===== src/ataf_pkg_unused_guard.sv =====
`default_nettype none
`default_nettype wire


===== src/ataf_pkg.sv =====
// Purpose: shared constants and types for the format/identify block
// Assumes: AXI4-Lite register access, 16-bit host data words
// Notes:   identify words above 62 read zero here
`default_nettype none
package ataf_pkg;
   // ----------------------------------------------------------------
   // opcodes and fill
   // ----------------------------------------------------------------
   localparam logic [7:0]  OP_FORMAT   = 8'h50;
   localparam logic [7:0]  OP_IDENT    = 8'hEC;
   localparam logic [7:0]  FILL_PAT    = 8'hFF;
   // ----------------------------------------------------------------
   // register offsets and fields
   // ----------------------------------------------------------------
   localparam logic [11:0] ADR_CMD     = 12'h000;
   localparam logic [11:0] ADR_TF      = 12'h004;
   localparam logic [11:0] ADR_MULT    = 12'h008;
   localparam logic [11:0] ADR_STAT    = 12'h00C;
   localparam int          STAT_CLR_B  = 8;
   localparam logic [1:0]  RESP_OK     = 2'h0;
   localparam logic [1:0]  RESP_SLVERR = 2'h2;
   localparam logic [31:0] TF_RST      = 32'h0000_0000;
   localparam logic [7:0]  MULT_RST    = 8'h00;
   // ----------------------------------------------------------------
   // sector framing
   // ----------------------------------------------------------------
   localparam logic [8:0]  SECT_WORDS  = 9'h100;
   localparam logic [8:0]  CNT_ZERO_AS = 9'h100;
   localparam logic [7:0]  LAST_IDX    = 8'hFF;
   localparam logic [7:0]  LAST_DEF    = 8'h3E;
   // ----------------------------------------------------------------
   // identify fixed words
   // ----------------------------------------------------------------
   localparam logic [15:0] W0_CONFIG   = 16'h045A;
   localparam logic [15:0] W0_REMOVE   = 16'h848A;
   localparam logic [15:0] W5_OBS      = 16'h0200;
   localparam logic [15:0] W20_BUFTYP  = 16'h0002;
   localparam logic [15:0] W21_BUFSZ   = 16'h0001;
   localparam logic [15:0] W22_RSV     = 16'h0004;
   localparam logic [15:0] W47_MAXMUL  = 16'h8001;
   localparam logic [15:0] W49_CAPS    = 16'h0F00;
   localparam logic [15:0] W50_CAPS    = 16'h4001;
   localparam logic [15:0] W51_PIO     = 16'h0200;
   localparam logic [15:0] W53_VALID   = 16'h0007;
   localparam logic [7:0]  W59_VALID   = 8'h01;
   // ----------------------------------------------------------------
   // types
   // ----------------------------------------------------------------
   typedef struct packed {
      logic       lba_mode;
      logic [3:0] head;
      logic [7:0] cyl_hi;
      logic [7:0] cyl_lo;
      logic [7:0] sec_cnt;
   } ataf_tf_t;
   typedef struct packed {
      logic [27:0] lba;
      logic [7:0]  fill;
   } ataf_media_t;
   typedef enum logic [1:0] {
      ST_IDLE, ST_FMT_RX, ST_FMT_WR, ST_ID_TX
   } ataf_state_t;
endpackage
`default_nettype wire


===== src/ataf_core.sv =====
// Purpose: format-track and identify-device command engine
// Assumes: host data words are 16 bits, one handshake per word
// Notes:   strings arrive as parameters, first character in top bits
//
// Design decisions made here: register access over AXI4-Lite and the register offsets.
`timescale 1ns/1ps
`default_nettype none
module ataf_core
   import ataf_pkg::*;
#(
   parameter logic [31:0]  CAPACITY = 32'h0000_0000,
   parameter logic [15:0]  CYLS     = 16'h0000,
   parameter logic [15:0]  HEADS    = 16'h0000,
   parameter logic [15:0]  SPT      = 16'h0000,
   parameter logic [159:0] SERIAL   = 160'h0,
   parameter logic [63:0]  FW_REV   = 64'h0,
   parameter logic [319:0] MODEL    = 320'h0
) (
   // clock and reset
   input  wire logic        clock,
   input  wire logic        rst,
   input  wire logic        ce,
   // axi4-lite slave
   input  wire logic [11:0] s_awaddr,
   input  wire logic        s_awvalid,
   output logic             s_awready,
   input  wire logic [31:0] s_wdata,
   input  wire logic [3:0]  s_wstrb,
   input  wire logic        s_wvalid,
   output logic             s_wready,
   output logic [1:0]       s_bresp,
   output logic             s_bvalid,
   input  wire logic        s_bready,
   input  wire logic [11:0] s_araddr,
   input  wire logic        s_arvalid,
   output logic             s_arready,
   output logic [31:0]      s_rdata,
   output logic [1:0]       s_rresp,
   output logic             s_rvalid,
   input  wire logic        s_rready,
   // host write data (format sector)
   input  wire logic [15:0] wr_data,
   input  wire logic        wr_valid,
   output logic             wr_ready,
   // host read data (identify)
   output logic [15:0]      id_data,
   output logic             id_valid,
   input  wire logic        id_ready,
   // media sector write requests
   output ataf_media_t      med_req,
   output logic             med_valid,
   input  wire logic        med_ready
);
   // ----------------------------------------------------------------
   // identify word decode
   // ----------------------------------------------------------------
   function automatic logic [15:0] id_word(input logic [7:0] i,
                                           input logic [7:0] mult);
      logic [15:0] w;
      w = 16'h0000;
      if (i >= 8'd10 && i <= 8'd19)
         w = SERIAL[159 - 16 * (i - 8'd10) -: 16];
      else if (i >= 8'd23 && i <= 8'd26)
         w = FW_REV[63 - 16 * (i - 8'd23) -: 16];
      else if (i >= 8'd27 && i <= 8'd46)
         w = MODEL[319 - 16 * (i - 8'd27) -: 16];
      else begin
         unique case (i)
            8'd0:    w = W0_CONFIG;
            8'd1:    w = CYLS;
            8'd3:    w = {8'h00, HEADS[7:0]};
            8'd5:    w = W5_OBS;
            8'd6:    w = SPT;
            8'd7:    w = CAPACITY[31:16];
            8'd8:    w = CAPACITY[15:0];
            8'd20:   w = W20_BUFTYP;
            8'd21:   w = W21_BUFSZ;
            8'd22:   w = W22_RSV;
            8'd47:   w = W47_MAXMUL;
            8'd49:   w = W49_CAPS;
            8'd50:   w = W50_CAPS;
            8'd51:   w = W51_PIO;
            8'd53:   w = W53_VALID;
            8'd54:   w = CYLS;
            8'd55:   w = HEADS;
            8'd56:   w = SPT;
            8'd57:   w = CAPACITY[15:0];
            8'd58:   w = CAPACITY[31:16];
            8'd59:   w = {W59_VALID, mult};
            8'd60:   w = CAPACITY[15:0];
            8'd61:   w = {4'h0, CAPACITY[27:16]};
            default: w = 16'h0000;
         endcase
      end
      return w;
   endfunction

   // byte-lane merge for partial writes
   function automatic logic [31:0] merge(input logic [31:0] o,
                                         input logic [31:0] n,
                                         input logic [3:0]  s);
      logic [31:0] r;
      r = o;
      for (int b = 0; b < 4; b++) begin
         if (s[b]) r[8*b +: 8] = n[8*b +: 8];
      end
      return r;
   endfunction

   // ----------------------------------------------------------------
   // state
   // ----------------------------------------------------------------
   ataf_state_t  state_r;
   ataf_tf_t     tf_r;
   logic [7:0]   mult_r;
   logic [7:0]   last_op_r;
   logic         abort_r;
   logic [8:0]   rx_cnt_r;
   logic [8:0]   left_r;
   logic [27:0]  lba_r;
   logic [8:0]   ld_cnt_r;
   logic [7:0]   out_idx_r;
   logic [15:0]  id_data_r;
   logic         id_valid_r;
   logic         aw_full_r;
   logic         w_full_r;
   logic [11:0]  aw_addr_r;
   logic [31:0]  w_data_r;
   logic [3:0]   w_strb_r;
   logic         bvalid_r;
   logic [1:0]   bresp_r;
   logic         rvalid_r;
   logic [31:0]  rdata_r;
   logic [1:0]   rresp_r;
   logic         do_wr;
   logic         cmd_wr;
   logic         busy;
   logic         id_load;
   logic         rx_hs;
   logic         med_hs;
   logic [31:0]  tf_mrg;

   assign busy    = (state_r != ST_IDLE);
   assign do_wr   = ce && aw_full_r && w_full_r && !bvalid_r;
   assign cmd_wr  = do_wr && (aw_addr_r == ADR_CMD) && w_strb_r[0];
   assign rx_hs   = ce && wr_valid && wr_ready;
   assign med_hs  = ce && med_valid && med_ready;
   assign tf_mrg  = merge({3'h0, tf_r}, w_data_r, w_strb_r);
   assign id_load = ce && (state_r == ST_ID_TX) && (ld_cnt_r != SECT_WORDS)
                    && (!id_valid_r || id_ready);

   // ----------------------------------------------------------------
   // axi4-lite write channel
   // ----------------------------------------------------------------
   assign s_awready = !aw_full_r;
   assign s_wready  = !w_full_r;
   assign s_bvalid  = bvalid_r;
   assign s_bresp   = bresp_r;

   always_ff @(posedge clock) begin
      if (rst) begin
         aw_full_r <= 1'b0;
         w_full_r  <= 1'b0;
         aw_addr_r <= 12'h000;
         w_data_r  <= 32'h0000_0000;
         w_strb_r  <= 4'h0;
         bvalid_r  <= 1'b0;
         bresp_r   <= RESP_OK;
      end else if (ce) begin
         if (s_awvalid && !aw_full_r) begin
            aw_full_r <= 1'b1;
            aw_addr_r <= s_awaddr;
         end
         if (s_wvalid && !w_full_r) begin
            w_full_r <= 1'b1;
            w_data_r <= s_wdata;
            w_strb_r <= s_wstrb;
         end
         if (do_wr) begin
            aw_full_r <= 1'b0;
            w_full_r  <= 1'b0;
            bvalid_r  <= 1'b1;
            bresp_r   <= (aw_addr_r[11:4] == 8'h00 && aw_addr_r[1:0] == 2'h0)
                         ? RESP_OK : RESP_SLVERR;
         end else if (bvalid_r && s_bready) begin
            bvalid_r <= 1'b0;
         end
      end
   end

   // task file and multiple setting; frozen while a command runs
   always_ff @(posedge clock) begin
      if (rst) begin
         tf_r   <= ataf_tf_t'(TF_RST[28:0]);
         mult_r <= MULT_RST;
      end else if (do_wr && !busy) begin
         if (aw_addr_r == ADR_TF)
            tf_r <= ataf_tf_t'(tf_mrg[28:0]);
         if (aw_addr_r == ADR_MULT && w_strb_r[0])
            mult_r <= w_data_r[7:0];
      end
   end

   // ----------------------------------------------------------------
   // axi4-lite read channel
   // ----------------------------------------------------------------
   assign s_arready = !rvalid_r;
   assign s_rvalid  = rvalid_r;
   assign s_rdata   = rdata_r;
   assign s_rresp   = rresp_r;

   always_ff @(posedge clock) begin
      if (rst) begin
         rvalid_r <= 1'b0;
         rdata_r  <= 32'h0000_0000;
         rresp_r  <= RESP_OK;
      end else if (ce) begin
         if (s_arvalid && !rvalid_r) begin
            rvalid_r <= 1'b1;
            rresp_r  <= RESP_OK;
            unique case (s_araddr)
               ADR_CMD:  rdata_r <= {24'h0, last_op_r};
               ADR_TF:   rdata_r <= {3'h0, tf_r};
               ADR_MULT: rdata_r <= {24'h0, mult_r};
               ADR_STAT: rdata_r <= {7'h0, left_r, 7'h0, abort_r,
                                     5'h0, busy, state_r};
               default: begin
                  rdata_r <= 32'h0000_0000;
                  rresp_r <= RESP_SLVERR;
               end
            endcase
         end else if (rvalid_r && s_rready) begin
            rvalid_r <= 1'b0;
         end
      end
   end

   // ----------------------------------------------------------------
   // command sequencer
   // ----------------------------------------------------------------
   // commands written while busy are dropped, not queued
   always_ff @(posedge clock) begin
      if (rst) begin
         state_r   <= ST_IDLE;
         last_op_r <= 8'h00;
         rx_cnt_r  <= 9'h000;
         left_r    <= 9'h000;
         lba_r     <= 28'h0;
      end else if (ce) begin
         unique case (state_r)
            ST_IDLE: begin
               if (cmd_wr) begin
                  last_op_r <= w_data_r[7:0];
                  rx_cnt_r  <= 9'h000;
                  if (w_data_r[7:0] == OP_FORMAT) begin
                     state_r <= ST_FMT_RX;
                     lba_r   <= {tf_r.head, tf_r.cyl_hi, tf_r.cyl_lo,
                                 tf_r.lba_mode ? 8'h00 : 8'h01};
                     if (tf_r.lba_mode)
                        left_r <= (tf_r.sec_cnt == 8'h00) ? CNT_ZERO_AS
                                  : {1'b0, tf_r.sec_cnt};
                     else
                        left_r <= SPT[8:0];
                  end else if (w_data_r[7:0] == OP_IDENT) begin
                     state_r <= ST_ID_TX;
                  end
               end
            end
            ST_FMT_RX: begin
               // payload dropped on the floor; nothing latches wr_data
               if (rx_hs) begin
                  rx_cnt_r <= rx_cnt_r + 9'h001;
                  if (rx_cnt_r == SECT_WORDS - 9'h001)
                     state_r <= ST_FMT_WR;
               end
            end
            ST_FMT_WR: begin
               if (med_hs) begin
                  lba_r  <= lba_r + 28'h1;
                  left_r <= left_r - 9'h001;
                  if (left_r <= 9'h001)
                     state_r <= ST_IDLE;
               end else if (left_r == 9'h000) begin
                  state_r <= ST_IDLE;
               end
            end
            ST_ID_TX: begin
               if (ld_cnt_r == SECT_WORDS && (!id_valid_r || id_ready))
                  state_r <= ST_IDLE;
            end
         endcase
      end
   end

   // unknown opcode aborts; a new abort beats a clear
   always_ff @(posedge clock) begin
      if (rst)
         abort_r <= 1'b0;
      else if (cmd_wr && !busy && w_data_r[7:0] != OP_FORMAT
               && w_data_r[7:0] != OP_IDENT)
         abort_r <= 1'b1;
      else if (do_wr && aw_addr_r == ADR_STAT && w_strb_r[1]
               && w_data_r[STAT_CLR_B])
         abort_r <= 1'b0;
   end

   // ----------------------------------------------------------------
   // host data paths
   // ----------------------------------------------------------------
   assign wr_ready      = (state_r == ST_FMT_RX);
   assign med_valid     = (state_r == ST_FMT_WR) && (left_r != 9'h000);
   assign med_req.lba   = lba_r;
   assign med_req.fill  = FILL_PAT;
   assign id_valid      = id_valid_r;
   assign id_data       = id_data_r;

   always_ff @(posedge clock) begin
      if (rst) begin
         ld_cnt_r   <= 9'h000;
         out_idx_r  <= 8'h00;
         id_data_r  <= 16'h0000;
         id_valid_r <= 1'b0;
      end else if (ce) begin
         if (cmd_wr && !busy)
            ld_cnt_r <= 9'h000;
         if (id_load) begin
            id_data_r  <= id_word(ld_cnt_r[7:0], mult_r);
            out_idx_r  <= ld_cnt_r[7:0];
            id_valid_r <= 1'b1;
            ld_cnt_r   <= ld_cnt_r + 9'h001;
         end else if (id_valid_r && id_ready) begin
            id_valid_r <= 1'b0;
         end
      end
   end

   // ----------------------------------------------------------------
   // checks
   // ----------------------------------------------------------------
   a_fill_fixed: assert property (@(posedge clock) disable iff (rst)
      med_valid |-> med_req.fill == 8'hFF)
      else $error("fill pattern not fixed");
   a_rx_no_media: assert property (@(posedge clock) disable iff (rst)
      state_r == ST_FMT_RX |-> !med_valid && !id_valid)
      else $error("media write during data sector");
   a_lba_count: assert property (@(posedge clock) disable iff (rst)
      cmd_wr && !busy && w_data_r[7:0] == 8'h50 && tf_r.lba_mode
      |=> left_r == ((tf_r.sec_cnt == 8'h00) ? 9'd256
                     : {1'b0, tf_r.sec_cnt}))
      else $error("format count wrong");
   a_start_addr: assert property (@(posedge clock) disable iff (rst)
      $rose(state_r == ST_FMT_WR) |-> lba_r[23:8] ==
      {tf_r.cyl_hi, tf_r.cyl_lo})
      else $error("format start address wrong");
   a_id_hold: assert property (@(posedge clock) disable iff (rst)
      id_valid && !id_ready |=> id_valid && $stable(id_data))
      else $error("identify word dropped");
   a_word0_cfg: assert property (@(posedge clock) disable iff (rst)
      id_valid && out_idx_r == 8'h00 |-> id_data == 16'h045A)
      else $error("word 0 wrong");
   a_mult_echo: assert property (@(posedge clock) disable iff (rst)
      id_valid && out_idx_r == 8'd59 |-> id_data[7:0] == mult_r)
      else $error("word 59 stale");
   a_tail_zero: assert property (@(posedge clock) disable iff (rst)
      id_valid && out_idx_r > LAST_DEF |-> id_data == 16'h0000)
      else $error("reserved word not zero");
   a_sector_end: assert property (@(posedge clock) disable iff (rst)
      ce && id_valid && id_ready && out_idx_r == LAST_IDX
      |=> state_r == ST_IDLE && !id_valid)
      else $error("identify length wrong");
endmodule
`default_nettype wire


===== config.mk =====
export PLATFORM = sky130hd
export DESIGN_NAME = ataf_core
export DESIGN_NICKNAME = d
export VERILOG_FILES = /design/src/ataf_pkg_unused_guard.sv /design/src/ataf_pkg.sv /design/src/ataf_core.sv
export SDC_FILE = /design/constraint.sdc
export NUM_CORES = 1
export LEC_CHECK = 0
export BUFFER_PORTS_ARGS = -buffer_cell sky130_fd_sc_hd__buf_2
export CAP_MARGIN = 20
export CORE_UTILIZATION = 56
export DETAILED_ROUTE_END_ITERATION = 7
export PLACE_DENSITY_LB_ADDON = 0.08
export SKIP_CTS_REPAIR_TIMING = 1
export SYNTH_ARGS = -nofsm -noshare
export SYNTH_HDL_FRONTEND = slang
export SYNTH_SLANG_ARGS = --single-unit

===== constraint.sdc =====
create_clock -name clock -period 2.46 [get_ports clock]
set_input_delay 0.492 -clock clock [delete_from_list [all_inputs] [get_ports clock]]
set_output_delay 0.492 -clock clock [all_outputs]
set_load 0.005 [all_outputs]

==> results of run 1 <==
registers in the layout (all words and copies together), names as in the netlist, 2 cells and up:
register / cells
rx_cnt_r: 9
mult_r: 8
ld_cnt_r: 9
lba_r: 28
tf_r: 29
id_data: 14
w_strb_r: 4
last_op_r: 8
w_data_r: 29
left_r: 9
aw_addr_r: 12
state_r: 2
s_rdata: 29
final cells by class:
cell class              instances  area share
repair buffers                197      0.1029
clock inverters                15     0.01779
well taps                     220     0.02492
inverters                      15    0.005098
multi-input cells             877      0.4519
clock buffers                  17     0.03852
flip-flops and latches        198      0.3589
path summary, 6_finish.rpt:
kind	cells after the start	startpoint	slack [ps]	end
setup reg to reg	7	ld_cnt_r[1]	240	state_r[0]
hold / removal	3	s_wstrb[1]	270	w_strb_r[1]
setup / recovery	3	left_r[5]	200	med_valid
hold reg to reg	2	s_rdata[27]	450	s_rdata[27]
worst min-delay path, stage by stage:
cell	delay, ps
buf_2	90
nand2_1	40
a21oi_1	50
routing by layer:
metal / vias up / GRT usage
met5: - / 0
met1: 4253 / 0.4285
met3: 43 / 0.04960
li1: 4473 / -
met2: 388 / 0.4506
met4: 0 / 0.09819
metrics by stage:
stage	instances	area, um2	total power (uW)
2_1_floorplan	1192	9535	3530
3_3_place_gp	1507	10420	3641
3_5_place_dp	1507	10420	3644
4_1_cts	1539	11040	6513
5_1_grt	1539	11040	6690
6_report	1539	11040	6498
cells by family (layout without fill, tap and decap cells):
family	after synthesis	in the layout	share of synthesized area
and+or+nand+nor	495	495	0.2540
muxes	32	32	0.03390
xor gates and xnor gates	8	8	0.007386
DFF	198	198	0.4178
buffers and inverters	117	244	0.06146
other	2	15	0.0007916
AOI/OAI and AO/OA	317	317	0.2114
adders and majority gates	10	10	0.01319
power by group:
group | internal, uW | switching (uW)
logic | 109 | 191
clock network | 1480 | 1450
registers | 3240 | 30.7
cell usage in the layout (no fill, tap or decap), types with 22 or more instances in the layout:
cell,netlist,final
nand2_1,225,225
buf_4,22,48
buf_2,19,147
mux2i_1,31,31
nor2_1,82,81
o31ai_1,22,22
nor3_1,23,23
nand3_1,44,44
a21oi_1,133,133
o21ai_0,37,37
dfxtp_1,198,198
a31oi_1,25,25
==> results.yml, run 1 <==
sta:
  slew_viol_final: 0
  finClkSkew_ps: 10.50
  tns_ps: 0
  finalHoldViolations: 0
  max_freq_ghz: 0.4422
  rsz0062_at_grt: "false"
  final.min_clock_period_ps: 2262
  tightestPinTransition_ps: 683.3
  post-route-period-util: 0.9193
  slew_headroom: 0.5428
  setup_viol: 0
  worst_slack_ps: 198.4
  hold-worst-slack_ps: 272.4
yosys:
  synth_enable_flop_cells: 0
  synthMostInstantiatedCell: "nand2_1"
  synth.avg_cell_area_um2: 8.046
  ys_seq_area_frac: 0.4178
  synth_cells: 1179
  yosys.cell_types.count: 82
  ys_seq_elements: 198
  synth_area_um2: 9487
  synth_area_leader_cell: "dfxtp_1"
  synthArstFlopShare: 0
  synthTopCellsByCount: "nand2_1 (225), dfxtp_1 (198), a21oi_1 (133)"
  synth_flop_cell: "dfxtp_1"
  netlist.area_leader.share: 0.4178
  yosys-top-cells-area: "dfxtp_1 (42%), nand2_1 (8.9%), a21oi_1 (7.0%)"
  ys.warnings.count: 0
setup_path:
  cp_data_arrival_time_ps: 1770
  crit_path_cell_trace: "nor4_2 -> a31oi_1 -> buf_2"
  worstSetupStartpointType: "flop"
  worstSetupPathType: "flop to output pin"
  end_kind: "output pin"
  crit_family: "simple AND/OR/NAND/NOR gates"
  required_ps: 1970
  cp_slowest_cell: "nor4_2"
  worstPathBufferInverterCount: 1
  slowest_delay_ps: 520
  cp_max_fo: 7
job:
  max_cap_violations: 0
placed_design:
  place.port_buffers: 148
  dp_hpwl_um: 18180
  pre_cts_ws_ps: 134.2
  gp_congestion: 0.8878
cells_and_area:
  drive_gt1_frac: 0.1918
  final_core_util: 0.6660
  multi_input_area_um2: 4991
  antenna_cells: 0
  area_delta_synth_final_pct: 16.42
  fin_nets: 1403
  n_fill_cell: 1425
  seqCellArea_um2: 3964
cts:
  cts_buffers: 17
  clkTransAtPathRegs_ps: 80
  htree_levels: 4
  cts_sinks: 198
  cts_max_path_buffers: 2
  cts-root-buf: "clkbuf_16"
  cts_tree: "done"
  clk_latency_ps: 440
global_routing:
  grt_max_degree: 64
  antenna_found_initial: 0
  grt_pass1_wl_um: 41860
  first_global_vias: 8170
  grtUsageTotal: 0.2974
  grt_overflow: 0
route:
  routed.top_layer: "met4"
  dr_wl_met2_um: 11730
  final_antenna_net_count: 0
  dr.pass1.iters: 6
  wl_met3_um: 1941
  routed_via_density: 5.950
  drt_iter0_drc: 834
  wire_per_inst_um: 16.95
  wirelength_um: 26090
  wl_met1_um: 12020
  drc_errors: 0
  vias: 9157
pwr:
  p_leak_uw: 0.004228
  power.density_nw_per_um2: 588.4
  ir_drop_uv: 480.0
floorplan:
  die_width_um: 132.2
  die_y_um: 132.2
  dieArea_um2: 17460
  core_um2: 16580
  start_util: 0.5721
  io_pins: 183
  num_rows: 47
status:
  status: "finished clean"
hold_path:
  hold_path.class: "input pin to flop"
(Power assumes the default switching activity.)
==> inputs of run 2 (changes only) <==
- BUFFER_PORTS_ARGS: -buffer_cell sky130_fd_sc_hd__buf_2 -> not set
- CORE_UTILIZATION: 56 -> 61
- DONT_BUFFER_PORTS: not set -> 1
==> run 2 against run 1 <==
Against the previous run: global-route usage rose by 1.5 points; non-clock buffer count shrank 161; setup slack worse by 120 ps; register-to-register slack worse by 70 ps; sequential share of layout area is 3.3 points higher; fmax shrank 5.2%; sequential power about the same; critical endpoint unchanged.
==> results.yml, run 2 (same netlist as run 1, synthesis figures left out) <==
status:
  status: "finished clean"
floorplan:
  io_pins: 183
  die_y_um: 126.7
  num_rows: 45
  core_um2: 15200
  dieArea_um2: 16050
  start_util: 0.6240
  die_width_um: 126.7
cts:
  cts_tree: "done"
  cts_buffers: 17
  cts_sinks: 198
  cts_max_path_buffers: 2
  clk_latency_ps: 440
  htree_levels: 4
  clkTransAtPathRegs_ps: 70
  cts-root-buf: "clkbuf_16"
setup_path:
  worstSetupPathType: "flop to output pin"
  slowest_delay_ps: 490
  crit_family: "buffers and inverters"
  cp_max_fo: 39
  worstPathBufferInverterCount: 3
  path_common_cell: "buf_4"
  cp_slowest_cell: "dfxtp_1"
  cp_data_arrival_time_ps: 1890
  crit_path_cell_trace: "buf_4 -> nand2b_4 -> buf_4 -> buf_6 -> a31oi_2"
  worstSetupStartpointType: "flop"
  required_ps: 1970
  end_kind: "output pin"
global_routing:
  first_global_vias: 7714
  grt_pass1_wl_um: 40050
  antenna_found_initial: 0
  grt_overflow: 0
  grt_max_degree: 172
  grtUsageTotal: 0.3126
placed_design:
  gp_congestion: 0.9142
  placed_cells: 1314
  postPlaceCellArea_um2: 9532
  place.port_buffers: 0
  dp_hpwl_um: 16940
cells_and_area:
  most-common-layout-cells: "nand2_1 (225), dfxtp_1 (197), a21oi_1 (133)"
  post-route-cell-area_um2: 10120
  layoutNonFillerInstCount: 1346
  area_delta_synth_final_pct: 6.714
  final_core_util: 0.6659
  mostFrequentLayoutCell: "nand2_1"
  drive_gt1_frac: 0.08204
  fin_nets: 1242
  antenna_cells: 0
sta:
  slew_viol_final: 0
  post-route-period-util: 0.9696
  finClkSkew_ps: 8.492
  final.min_clock_period_ps: 2385
  finalHoldViolations: 0
  max_freq_ghz: 0.4192
  tightestPinTransition_ps: 644.6
  slew_headroom: 0.5687
  hold-worst-slack_ps: 125.9
  setup_viol: 0
route:
  vias: 8647
  wire_per_inst_um: 18.56
  dr.pass1.iters: 6
  routed_via_density: 6.424
  wirelength_um: 24980
  drc_errors: 0
  drt_iter0_drc: 854
  final_antenna_net_count: 0
hold_path:
  hold_path.class: "input pin to flop"
pwr:
  power_uw: 6167
  p_leak_uw: 0.003443
  power.density_nw_per_um2: 609.2
  ir_drop_uv: 489.3
job:
  max_cap_violations: 0
[run 2: changes by cell type in the layout (fill, tap and decap cells not counted), moves of 2 or more]
cell | previous run | this run
buf_4 | 48 | 34
clkinv_4 | 1 | 3
clkinv_2 | 0 | 2
clkinv_8 | 4 | 2
buf_2 | 147 | 0
[run 2: cell type report]
class                      instances  area, um2
clock buffer                      18      439.2
clock inverter                    14      141.4
fill                            1303       5079
inverter                          15      56.30
multi-input combinational        877       5000
sequential                       198       3965
tap                              188      235.2
timing repair buffer              36      286.5
[run 2: stage by stage]
| stage | TNS (ps) | worst slack, ps |
|---|---|---|
| global placement | 0 | 245.8 |
| finish | 0 | 74.78 |
| floorplan | 0 | 462.8 |
| detailed placement | 0 | 219.9 |
| global route | -0.5407 | -0.5407 |
| CTS | -64.21 | -64.21 |
[run 2: path summary, 6_finish.rpt]
path / cells after the start / slack (ps) / endpoint / from
min reg2reg: 2 / 460 / aw_addr_r[10] / aw_addr_r[10]
min: 1 / 130 / id_valid / rst
max: 5 / 70 / med_valid / state_r[1]
max reg2reg: 7 / 170 / state_r[0] / ld_cnt_r[1]
[run 2: power by group]
group / leakage, uW / internal [uW] / total (uW) / switching [uW]
Sequential: 0.00160 / 3240 / 3270 / 31.1
Clock: 0.000286 / 1380 / 2720 / 1350
Combinational: 0.00156 / 60.4 / 172 / 112
[run 2: per-layer routing]
metal	vias to the layer above	share of wire	track usage	wire, um
li1	4158	-	-	-
met1	4060	0.45	0.4393	11120
met2	386	0.45	0.4758	11170
met3	43	0.092	0.07381	2290
met4	0	0.016	0.09594	399
met5	-	0	0	0
